`src/rtl/gpio_port_pkg.sv`:
```
package gpio_port_pkg;

    // ------------------------------------------------------------
    // Register word indices (byte address is four times the index).
    // ------------------------------------------------------------
    localparam logic [9:0] DATA_LAST = 10'h0FF;
    localparam logic [9:0] DIR_IDX = 10'h100;
    localparam logic [9:0] SENSE_IDX = 10'h101;
    localparam logic [9:0] DUAL_IDX = 10'h102;
    localparam logic [9:0] POL_IDX = 10'h103;
    localparam logic [9:0] UNMASK_IDX = 10'h104;
    localparam logic [9:0] RAW_IDX = 10'h105;
    localparam logic [9:0] MASKED_IDX = 10'h106;
    localparam logic [9:0] CLEAR_IDX = 10'h107;
    localparam logic [9:0] ALT_IDX = 10'h108;
    localparam logic [9:0] DRV_LOW_IDX = 10'h140;
    localparam logic [9:0] DRV_MID_IDX = 10'h141;
    localparam logic [9:0] DRV_HIGH_IDX = 10'h142;
    localparam logic [9:0] OPEN_DRAIN_IDX = 10'h143;
    localparam logic [9:0] PULL_UP_IDX = 10'h144;
    localparam logic [9:0] PULL_DOWN_IDX = 10'h145;
    localparam logic [9:0] SLEW_IDX = 10'h146;
    localparam logic [9:0] DIG_EN_IDX = 10'h147;
    localparam logic [9:0] LOCK_IDX = 10'h148;
    localparam logic [9:0] PERMIT_IDX = 10'h149;
    localparam logic [9:0] IDENT_FIRST = 10'h3F4;
    localparam logic [9:0] IDENT_LAST = 10'h3FF;

    // ------------------------------------------------------------
    // Reset values, keys and fixed read values.
    // ------------------------------------------------------------
    localparam logic [7:0] DRV_LOW_RESET = 8'hFF;
    localparam logic [31:0] UNLOCK_KEY = 32'h1ACC_E551;
    localparam logic [31:0] LOCKED_READ = 32'h0000_0001;
    localparam logic [7:0] IDENT_BASE = 8'h5A;

    // Pad control bundle driven toward the pad ring.
    typedef struct packed {
        logic [7:0] drive_low_select;
        logic [7:0] drive_mid_select;
        logic [7:0] drive_high_select;
        logic [7:0] open_drain_select;
        logic [7:0] pull_up_select;
        logic [7:0] pull_down_select;
        logic [7:0] slew_select;
        logic [7:0] digital_input_enable;
    } pad_ctrl_type;

endpackage : gpio_port_pkg

```
`src/rtl/gpio_port_core.sv`:
```
// Operation
// RL1: direction 0 captures pin into data
// RL2: direction 1 drives data onto pin
// RL3: address bits 9:2 mask data access
// RL4: data register spans 256 word locations
// RL5: write updates only address-masked bits
// RL6: read returns zero for unmasked bits
// RL7: all pin causes form one interrupt
// RL8: edge flags latch until software clears
// RL9: level sources hold until recognized
// RL10: sense, dual edge, polarity select trigger
// RL11: sense 0 edge, polarity 1 high
// RL12: mask bit gates pin onto output
// RL13: raw flags show all pending pins
// RL14: masked flags show forwarded pins only
// RL15: unmasked port B bit four triggers converter
// RL16: writing one clears latched flag
// RL17: mask before changing trigger settings
// RL18: alternate function hands pin to peripheral
// RL19: port mode uses pin value register
// RL20: protected alternate bits need unlock, permit
// RL21: pad control bits per pin
// RL22: fixed identification registers
// RL23: reset leaves pins undriven except debug
// RL24: inputs synchronized before edge detection
//
// The register offsets and the address-and-strobe port are this design's own decisions.
`timescale 1ns/10ps
module gpio_port_core #(
    parameter int WIDTH = 8,
    parameter logic [7:0] ALT_RESET = 8'h00,
    parameter logic [7:0] PERMIT_RESET = 8'hFF,
    parameter logic [7:0] IDENT_ID = 8'h00, // Arbitrary identification value.
    parameter bit IS_PORT_B = 1'b0
) (
    // Clock and reset.
    input wire logic clk,
    input wire logic arst_n,
    // Register port.
    input wire logic [9:0] reg_addr,
    input wire logic [31:0] reg_wdata,
    input wire logic reg_wr,
    input wire logic reg_rd,
    output logic [31:0] reg_rdata,
    // Pins.
    input wire logic [WIDTH-1:0] pin_in,
    output logic [WIDTH-1:0] pin_out,
    output logic [WIDTH-1:0] pin_oe,
    // Alternate function peripherals.
    input wire logic [WIDTH-1:0] alt_out,
    input wire logic [WIDTH-1:0] alt_oe,
    output logic [WIDTH-1:0] alt_in,
    output logic [WIDTH-1:0] alt_function_select,
    // Pad control and events.
    output gpio_port_pkg::pad_ctrl_type pad_ctrl,
    output logic port_irq,
    output logic converter_trigger
);

    // ------------------------------------------------------------
    // Reset release and input synchronisers.
    // ------------------------------------------------------------
    logic [1:0] rst_sync_q, rst_sync_d;
    logic rst_n;
    logic [WIDTH-1:0] meta_q, meta_d;
    logic [WIDTH-1:0] sync_q, sync_d;
    logic [WIDTH-1:0] prev_q, prev_d;

    // Reset leaves through two flops so every register quits reset on one edge.
    assign rst_sync_d = {rst_sync_q[0], 1'b1};

    always_ff @(posedge clk or negedge arst_n) begin
        if (!arst_n) begin
            rst_sync_q <= 2'b00;
        end else begin
            rst_sync_q <= rst_sync_d;
        end
    end
    assign rst_n = rst_sync_q[1];

    // Two flops stand between the pins and all logic that reads them, and a
    // third keeps the previous sample for edge detection.
    always_comb begin
        meta_d = pin_in;
        sync_d = meta_q; // RL24
        prev_d = sync_q; // RL24
    end

    always_ff @(posedge clk or negedge rst_n) begin
        if (!rst_n) begin
            meta_q <= '0;
            sync_q <= '0;
            prev_q <= '0;
        end else begin
            meta_q <= meta_d;
            sync_q <= sync_d;
            prev_q <= prev_d;
        end
    end

    // ------------------------------------------------------------
    // Register state.
    // ------------------------------------------------------------
    logic [WIDTH-1:0] data_q, data_d;
    logic [WIDTH-1:0] dir_q, dir_d;
    logic [WIDTH-1:0] sense_q, sense_d;
    logic [WIDTH-1:0] dual_q, dual_d;
    logic [WIDTH-1:0] pol_q, pol_d;
    logic [WIDTH-1:0] unmask_q, unmask_d;
    logic [WIDTH-1:0] edge_q, edge_d;
    logic [WIDTH-1:0] alt_q, alt_d;
    logic [WIDTH-1:0] permit_q, permit_d;
    logic unlocked_q, unlocked_d;
    gpio_port_pkg::pad_ctrl_type pad_q, pad_d;
    logic [31:0] rdata_q, rdata_d;
    logic trig_q, trig_d;

    logic [WIDTH-1:0] amask;
    logic [WIDTH-1:0] wbits;
    logic [WIDTH-1:0] edge_hit;
    logic [WIDTH-1:0] level_hit;
    logic [WIDTH-1:0] raw;
    logic [WIDTH-1:0] masked;
    logic [WIDTH-1:0] clr;
    logic [WIDTH-1:0] rise;
    logic [WIDTH-1:0] fall;
    logic data_hit;

    // The low address bits of a data access double as the per-bit mask.
    assign amask = reg_addr[WIDTH-1:0]; // RL3
    assign wbits = reg_wdata[WIDTH-1:0];
    assign data_hit = (reg_addr <= gpio_port_pkg::DATA_LAST); // RL4
    assign rise = sync_q & ~prev_q;
    assign fall = ~sync_q & prev_q;

    // ------------------------------------------------------------
    // Interrupt detection.
    // ------------------------------------------------------------
    always_comb begin
        for (int i = 0; i < WIDTH; i++) begin
            // Polarity 1 picks rising or high.
            if (dual_q[i]) begin // RL10
                edge_hit[i] = rise[i] | fall[i];
            end else if (pol_q[i]) begin // RL11
                edge_hit[i] = rise[i];
            end else begin
                edge_hit[i] = fall[i];
            end
            level_hit[i] = (sync_q[i] == pol_q[i]); // RL11
        end
    end

    assign clr = (reg_wr && reg_addr == gpio_port_pkg::CLEAR_IDX) ? wbits : '0; // RL16
    // Level pins follow the input; edge pins are sticky and a new edge beats a clear.
    assign raw = (sense_q & level_hit) | (~sense_q & edge_q); // RL13
    assign masked = raw & unmask_q; // RL14
    assign edge_d = edge_hit | (edge_q & ~clr); // RL8

    // ------------------------------------------------------------
    // Register writes and reads.
    // ------------------------------------------------------------
    always_comb begin
        data_d = data_q;
        dir_d = dir_q;
        sense_d = sense_q;
        dual_d = dual_q;
        pol_d = pol_q;
        unmask_d = unmask_q;
        alt_d = alt_q;
        permit_d = permit_q;
        unlocked_d = unlocked_q;
        pad_d = pad_q;
        // Input pins in port mode capture the sampled level.
        // A write to an input bit stands only until the next sample replaces it.
        for (int i = 0; i < WIDTH; i++) begin
            if (!dir_q[i]) begin // RL1
                data_d[i] = sync_q[i];
            end
        end
        if (reg_wr) begin
            if (data_hit) begin
                data_d = (data_d & ~amask) | (wbits & amask); // RL5
            end
            case (reg_addr)
                gpio_port_pkg::DIR_IDX: dir_d = wbits;
                gpio_port_pkg::SENSE_IDX: sense_d = wbits; // RL10
                gpio_port_pkg::DUAL_IDX: dual_d = wbits;
                gpio_port_pkg::POL_IDX: pol_d = wbits;
                gpio_port_pkg::UNMASK_IDX: unmask_d = wbits; // RL12
                gpio_port_pkg::ALT_IDX: begin
                    // Only permitted bits change, and only while unlocked.
                    for (int i = 0; i < WIDTH; i++) begin
                        if (permit_q[i] && unlocked_q) begin // RL20
                            alt_d[i] = wbits[i];
                        end
                    end
                end
                gpio_port_pkg::DRV_LOW_IDX: begin
                    pad_d.drive_low_select = wbits; // RL21
                end
                gpio_port_pkg::DRV_MID_IDX: pad_d.drive_mid_select = wbits;
                gpio_port_pkg::DRV_HIGH_IDX: pad_d.drive_high_select = wbits;
                gpio_port_pkg::OPEN_DRAIN_IDX: pad_d.open_drain_select = wbits;
                gpio_port_pkg::PULL_UP_IDX: pad_d.pull_up_select = wbits;
                gpio_port_pkg::PULL_DOWN_IDX: pad_d.pull_down_select = wbits;
                gpio_port_pkg::SLEW_IDX: pad_d.slew_select = wbits;
                gpio_port_pkg::DIG_EN_IDX: pad_d.digital_input_enable = wbits;
                gpio_port_pkg::LOCK_IDX: begin
                    // Any value other than the key locks again.
                    unlocked_d = (reg_wdata == gpio_port_pkg::UNLOCK_KEY);
                end
                gpio_port_pkg::PERMIT_IDX: begin
                    if (unlocked_q) begin
                        permit_d = wbits;
                    end
                end
                default: begin
                end
            endcase
        end
    end

    always_comb begin
        // Read data are zero in every cycle that answers no read.
        rdata_d = '0;
        if (reg_rd) begin
            if (data_hit) begin
                rdata_d[WIDTH-1:0] = data_q & amask; // RL6
            end else if (reg_addr >= gpio_port_pkg::IDENT_FIRST) begin
                // Identification block: fixed bytes built from the id parameter.
                rdata_d[7:0] = gpio_port_pkg::IDENT_BASE ^ IDENT_ID ^ reg_addr[7:0]; // RL22
            end else begin
                case (reg_addr)
                    gpio_port_pkg::DIR_IDX: rdata_d[WIDTH-1:0] = dir_q;
                    gpio_port_pkg::SENSE_IDX: rdata_d[WIDTH-1:0] = sense_q;
                    gpio_port_pkg::DUAL_IDX: rdata_d[WIDTH-1:0] = dual_q;
                    gpio_port_pkg::POL_IDX: rdata_d[WIDTH-1:0] = pol_q;
                    gpio_port_pkg::UNMASK_IDX: rdata_d[WIDTH-1:0] = unmask_q;
                    gpio_port_pkg::RAW_IDX: rdata_d[WIDTH-1:0] = raw;
                    gpio_port_pkg::MASKED_IDX: rdata_d[WIDTH-1:0] = masked;
                    gpio_port_pkg::ALT_IDX: rdata_d[WIDTH-1:0] = alt_q;
                    gpio_port_pkg::DRV_LOW_IDX: rdata_d[7:0] = pad_q.drive_low_select;
                    gpio_port_pkg::DRV_MID_IDX: rdata_d[7:0] = pad_q.drive_mid_select;
                    gpio_port_pkg::DRV_HIGH_IDX: rdata_d[7:0] = pad_q.drive_high_select;
                    gpio_port_pkg::OPEN_DRAIN_IDX: rdata_d[7:0] = pad_q.open_drain_select;
                    gpio_port_pkg::PULL_UP_IDX: rdata_d[7:0] = pad_q.pull_up_select;
                    gpio_port_pkg::PULL_DOWN_IDX: rdata_d[7:0] = pad_q.pull_down_select;
                    gpio_port_pkg::SLEW_IDX: rdata_d[7:0] = pad_q.slew_select;
                    gpio_port_pkg::DIG_EN_IDX: rdata_d[7:0] = pad_q.digital_input_enable;
                    gpio_port_pkg::LOCK_IDX: begin
                        rdata_d = unlocked_q ? '0 : gpio_port_pkg::LOCKED_READ;
                    end
                    gpio_port_pkg::PERMIT_IDX: rdata_d[WIDTH-1:0] = permit_q;
                    default: rdata_d = '0;
                endcase
            end
        end
    end

    // ------------------------------------------------------------
    // Converter trigger.
    // ------------------------------------------------------------
    logic raw4_q, raw4_d;

    // Only a new unmasked event on port B bit four sends a pulse, so a flag
    // that is already pending when the mask opens sends none.
    always_comb begin
        raw4_d = raw[4];
        trig_d = IS_PORT_B && unmask_q[4] && !raw4_q && raw[4]; // RL15
    end

    always_ff @(posedge clk or negedge rst_n) begin
        if (!rst_n) begin
            trig_q <= 1'b0;
            raw4_q <= 1'b0;
        end else begin
            trig_q <= trig_d;
            raw4_q <= raw4_d;
        end
    end

    // ------------------------------------------------------------
    // Port data and direction registers.
    // ------------------------------------------------------------
    always_ff @(posedge clk or negedge rst_n) begin
        if (!rst_n) begin
            data_q <= '0;
            dir_q <= '0;
        end else begin
            data_q <= data_d;
            dir_q <= dir_d;
        end
    end

    // ------------------------------------------------------------
    // Interrupt settings and flags.
    // ------------------------------------------------------------
    // Edge flags latch in every sense mode, so software clears them before it
    // turns a pin to edge sense.
    always_ff @(posedge clk or negedge rst_n) begin
        if (!rst_n) begin
            sense_q <= '0;
            dual_q <= '0;
            pol_q <= '0;
            unmask_q <= '0;
            edge_q <= '0;
        end else begin
            sense_q <= sense_d;
            dual_q <= dual_d;
            pol_q <= pol_d;
            unmask_q <= unmask_d;
            edge_q <= edge_d;
        end
    end

    // ------------------------------------------------------------
    // Alternate function, commit protection and pad control.
    // ------------------------------------------------------------
    // Debug pins leave reset with their peripheral, pull-up and input enabled.
    always_ff @(posedge clk or negedge rst_n) begin
        if (!rst_n) begin
            alt_q <= ALT_RESET; // RL23
            permit_q <= PERMIT_RESET;
            unlocked_q <= 1'b0;
            pad_q <= '0;
            pad_q.drive_low_select <= gpio_port_pkg::DRV_LOW_RESET;
            pad_q.pull_up_select <= ALT_RESET; // RL23
            pad_q.digital_input_enable <= ALT_RESET; // RL23
        end else begin
            alt_q <= alt_d;
            permit_q <= permit_d;
            unlocked_q <= unlocked_d;
            pad_q <= pad_d;
        end
    end

    // ------------------------------------------------------------
    // Read data.
    // ------------------------------------------------------------
    always_ff @(posedge clk or negedge rst_n) begin
        if (!rst_n) begin
            rdata_q <= '0;
        end else begin
            rdata_q <= rdata_d;
        end
    end

    // ------------------------------------------------------------
    // Outputs.
    // ------------------------------------------------------------
    always_comb begin
        for (int i = 0; i < WIDTH; i++) begin
            if (alt_q[i]) begin // RL18
                pin_out[i] = alt_out[i];
                pin_oe[i] = alt_oe[i];
            end else begin // RL19
                pin_out[i] = data_q[i]; // RL2
                pin_oe[i] = dir_q[i]; // RL2
            end
            // Open drain drives only low.
            if (pad_q.open_drain_select[i] && pin_out[i]) begin
                pin_oe[i] = 1'b0;
            end
        end
    end

    // Peripherals see the synchronised levels in every pin mode.
    assign alt_in = sync_q;
    assign alt_function_select = alt_q;
    assign pad_ctrl = pad_q;
    assign reg_rdata = rdata_q;
    assign port_irq = |masked; // RL7
    assign converter_trigger = trig_q;

endmodule : gpio_port_core

```
`config.mk`:
```
export PLATFORM = sky130hd
export DESIGN_NAME = gpio_port_core
export DESIGN_NICKNAME = d
export VERILOG_FILES = /design/src/rtl/gpio_port_pkg.sv /design/src/rtl/gpio_port_core.sv
export SDC_FILE = /design/constraint.sdc
export NUM_CORES = 1
export LEC_CHECK = 0
export ABC_AREA = 1
export BUFFER_PORTS_ARGS = -buffer_cell sky130_fd_sc_hd__buf_4
export CORE_ASPECT_RATIO = 0.5
export CORE_MARGIN = 5
export CORE_UTILIZATION = 61
export CTS_BUF_LIST = sky130_fd_sc_hd__clkbuf_8
export DETAILED_ROUTE_END_ITERATION = 7
export PLACE_DENSITY = 0.88
export SLEW_MARGIN = 20
export SYNTH_ARGS = -nofsm -noshare
export SYNTH_HDL_FRONTEND = slang
export SYNTH_SLANG_ARGS = --single-unit
```
`constraint.sdc`:
```
create_clock -name clk -period 14.5 [get_ports clk]
set_input_delay 0.725 -clock clk [delete_from_list [all_inputs] [get_ports clk]]
set_output_delay 0.725 -clock clk [all_outputs]
set_load 0.005 [all_outputs]
```
# --- Yosys cells after proc, flatten, opt, wreduce, memory -nomap -nowiden ---
# Index checks and enable logic that the tools add are counted.
totals:
  out_inout_bits: 130
  reg_bits: 195
classes:
  eq_ne: 28
  n_lt_le_gt_ge: 2
  muxes: 57
  n_reduce_logical: 41
  bitwise: 26
op_table:
  columns: ["op", "n"]
  rows:
  - ["equality test 10 x 9 -> 1 bit (second input constant)", 19]
  - ["one-hot mux 8 bit (18 select lines)", 1]
  - ["bitwise AND 8 bit", 9]
  - ["two-way mux 1 bit", 49]
  - ["two-way mux 8 bit", 5]
  - ["inverter 8 bit", 5]
  - ["equality test 32 x 29 -> 1 bit (second input constant)", 1]
  - ["two-way mux 32 bit", 1]
  - ["AND reduction 2 bit", 14]
  - ["AND reduction 3 bit", 9]
  - ["two-way mux 24 bit", 1]
  - ["bitwise OR 8 bit", 3]
  - ["logical AND 1 bit", 17]
  - ["greater-or-equal comparator 10 bit (second input constant)", 1]
  - ["less-or-equal comparator 10 x 8 -> 1 bit (second input constant)", 1]
  - ["equality test 1 bit", 8]
  - ["bitwise OR 1 bit", 8]
  - ["OR reduction 8 bit", 1]
  - ["inverter 4 bit", 1]

# --- Depth between registers and ports, before layout ---
depth:
  word_depth: 8
  depth_mapped: 14
  mapped_depth_nobuf: 13

# --- Least setup slack after synthesis ---
# Ideal clock, no wire load.
synth_timing:
  path_kind: "input-to-reg"
  from: "input port reg_addr[0]"
  to: "register pad_q (netlist bit pad_ctrl[53])"
  arrival_time_ns: 1.819
  path_buffers: 2
  t_required_ns: 14.381
  path_slack_ns: 12.562
  cell_stages: 8
  cell_sequence: "buf_4 > inv_1 > nor2_4 > nand2_2 > nor3_4 > buf_2 > nand2_1 > o21a_1"
synth_between:
  elab_chain_len: 2
synth_rtl:
  columns: ["element", "line_no", "source"]
  rows:
  - ["start, declared", "gpio_port_core.sv:40", "input wire logic [9:0] reg_addr,"]
  - ["equality test 10 x 9 -> 1 bit", "gpio_port_core.sv:184", "case (reg_addr)"]
  - ["AND reduction 2 bit (no source line)", null, null]
  - ["end signal, assigned", "gpio_port_core.sv:333", "pad_q <= pad_d;"]
  - ["end, declared", "gpio_port_core.sv:114", "gpio_port_pkg::pad_ctrl_type pad_q, pad_d;"]
# Every way passes these cells.
# A chain may end at the register's enable or synchronous reset.

# --- Worst setup path after layout ---
layout_timing:
  from: "register sync_q[5] (netlist: alt_in[5])"
  to: "output port port_irq"
layout_between:
  elab_chain_len: 5
layout_rtl:
  columns: ["element", "line_no", "source"]
  rows:
  - ["start, declared", "gpio_port_core.sv:66", "logic [WIDTH-1:0] sync_q, sync_d;"]
  - ["start signal, assigned", "gpio_port_core.sv:96", "sync_q <= sync_d;"]
  - ["equality test 1 bit", "gpio_port_core.sv:149", "level_hit[i] = (sync_q[i] == pol_q[i]);"]
  - ["bitwise AND 8 bit", "gpio_port_core.sv:155", "assign raw = (sense_q & level_hit) | (~sense_q & edge_q);"]
  - ["bitwise OR 8 bit", "gpio_port_core.sv:155", null]
  - ["bitwise AND 8 bit", "gpio_port_core.sv:156", "assign masked = raw & unmask_q;"]
  - ["OR reduction 8 bit", "gpio_port_core.sv:372", "assign port_irq = |masked;"]
  - ["end, declared", "gpio_port_core.sv:56", "output logic port_irq,"]
# Every way passes these cells.

==> metrics.txt <==
status finished, violations left; failing checks DRC; top cell family by delay on the critical path flip-flops; largest net degree at the start of global routing a little over 80; commonest non-fill, non-tap cell in the layout nand2_1; # clock sinks 171; flip-flop count of the largest register after layout 64; CP arrival 2.12 ns; final setup vio count 0; CTS max path bufs 2; asr flop ratio synth 1.00; H-tree depth 4; area occupied by multi-input gates 4160 um^2; fill count 1084; Fin. Hold Viols 0; total grt overflow 0; # DRC 4; # port buffers 174; die footprint 17500 um^2; Worst EP required about 14 ns; post-route clock period utilization 0.196; Final Hold Slack 0.133 ns; Mapped Cells 1149; register area share after synthesis 0.476; synth warn 0; # Max-Cap Violations 0; Tot GR Track Use 0.341; critical-path cell list inv_1, nand2_1, nand2_1, a21oi_1, a22o_1, nor3_1, nand2_1, buf_4; Reg clk slew, reported paths 0.11 ns; kind of critical path reg -> out; Distinct cells, synth 35; fin nets 1395; Fmax ~350 MHz; syn_area_per_cell between 7 and 8 um^2; post-route minimum period 2.85 ns; register area 4300 um^2; Final GP Congestion 1.08; Worst-Margin Slew 0.915 ns; die height 96.1 um; routed length per instance roughly 20 um; maximum VDD drop 0.0495 mV; share of cells above drive strength 1 0.225; core area ~15000 um^2; crit start category register; max-slew violations 0; row cnt 31; number of synthesized flops with an enable pin 0; WL final 30400 um; Die W between 150 and 200 um; Max-slew headroom 0.389; TritonCTS Buffers 17; Synth Register Bits 171; Max FO, Critical Path 5; commonest cells after routing, fill and taps aside nand2_1, buf_4, dfrtp_1; initial antenna violation count 0; via count about 9000; Initial Util 0.623; Syn Std Cell Area 9040 um^2; pwr dens approximately 90 nW/um^2; Buffers & Inverters on Critical Path 2; CP Capture Type output pin; Hold Path Class reg -> async; antenna viol nets, final 0; RSZ-0062 raised after global routing false; first-pass GRT wire length approximately 46000 um; P_leak 5.36 nW; most frequent cell on the critical path nand2_1; setup TNS 0 ns; CP peak stage delay 0.45 ns; I/O pins 200; 1st-iter DRT viols 1261; number of global-route vias before repair 8433; skew final 0.0186 ns; Clock Latency Late Sink 0.48 ns; Via density 5.97; Layout area overhead 19.1%; commonest register cell after synthesis dfrtp_1; Root Buffer clkbuf_8; slowest stage cell, crit path dfrtp_1; drt pass-1 iters 8; CTS tree done; HPWL Detailed 22600 um
## per-stage QoR
step                total power, mW  area, um^2  setup slack [ns]  cells   util
finish                        0.967       10800             11.65   1521  0.742
global route                   1.00       10800             11.52   1520  0.742
CTS                           0.964       10700             11.69   1520  0.741
detailed placement            0.636       10300             11.86   1487  0.713
global placement              0.631       10300             11.96   1487  0.713
floorplan                     0.579        9130              9.41   1173      -
## cell families (layout without fill, tap and decap cells)
family / after synthesis / count (layout) / synth area share
and+or+nand+nor: 624 / 624 / 0.307
muxes: 16 / 16 / 0.0188
adders and majority gates: 16 / 16 / 0.0222
xor gates and xnor gates: 1 / 1 / 0.000969
other: 2 / 27 / 0.000831
AOI/OAI and AO/OA: 176 / 176 / 0.101
DFF: 171 / 171 / 0.476
buffers and inverters: 143 / 292 / 0.0742
## path summary, 6_finish.rpt
kind                               start                endpoint  slack, ns  cells after the start
hold reg to reg            rst_sync_q[1]               prev_q[2]       0.13                      0
max in group asynchronous  rst_sync_q[1]  alt_function_select[6]      13.41                      1
setup / recovery               alt_in[5]                port_irq      11.65                      8
min in group clk               pin_in[0]               meta_q[0]       0.34                      1
hold / removal             rst_sync_q[1]               prev_q[2]       0.13                      0
setup reg to reg               alt_in[5]            reg_rdata[5]      12.64                     10
## power breakdown
part	internal, mW	switching [mW]	total, mW
combinational	0.0499	0.0691	0.119
sequential	0.494	0.0169	0.511
clock	0.134	0.203	0.337
total	0.678	0.289	0.967
## worst register-to-register path, delay by kind of cell (launching register included)
| kind | cells | cell delay, ns |
|---|---|---|
| flops | 1 | 0.45 |
| compound gates | 2 | 0.27 |
| simple gates | 7 | 0.81 |
| buf+inv | 1 | 0.23 |
## synth_stat cells, types with 11 or more instances
cell | count | area, um^2
inv_2 | 13 | 48.8
o21ai_0 | 57 | 285
buf_4 | 30 | 225
nand2_2 | 17 | 106
nor2_1 | 73 | 274
dfstp_2 | 16 | 420
clkbuf_1 | 11 | 41.3
o21ai_1 | 84 | 420
nor2_2 | 14 | 87.6
nand3_1 | 113 | 566
nor2_4 | 15 | 169
a21oi_1 | 24 | 120
buf_2 | 17 | 85.1
inv_1 | 69 | 259
ha_1 | 16 | 200
dfrtp_1 | 155 | 3880
nand2_1 | 367 | 1380
## layer usage
metal / global-route usage / share of wire
met2: 0.520 / 0.43
met3: 0.148 / 0.17
met5: 0 / 0
met4: 0.110 / 0.033
met1: 0.444 / 0.37
## cell type report
class / count / area share
Sequential cell: 171 / 0.400
Multi-Input combinational cell: 859 / 0.387
Timing Repair Buffer: 177 / 0.124
Inverter: 83 / 0.0290
Clock buffer: 18 / 0.0230
Tap cell: 198 / 0.0230
Clock inverter: 14 / 0.0140
Antenna cell: 1 / 0.000233
## what timing repair did
item / CTS / global route
resized for setup: 0 / 0
setup buffers: 0 / 0
hold buffers: 1 / 0
endpoints found under the hold margin: 1 / 0
Note: power is estimated with default switching activity, not from simulation.
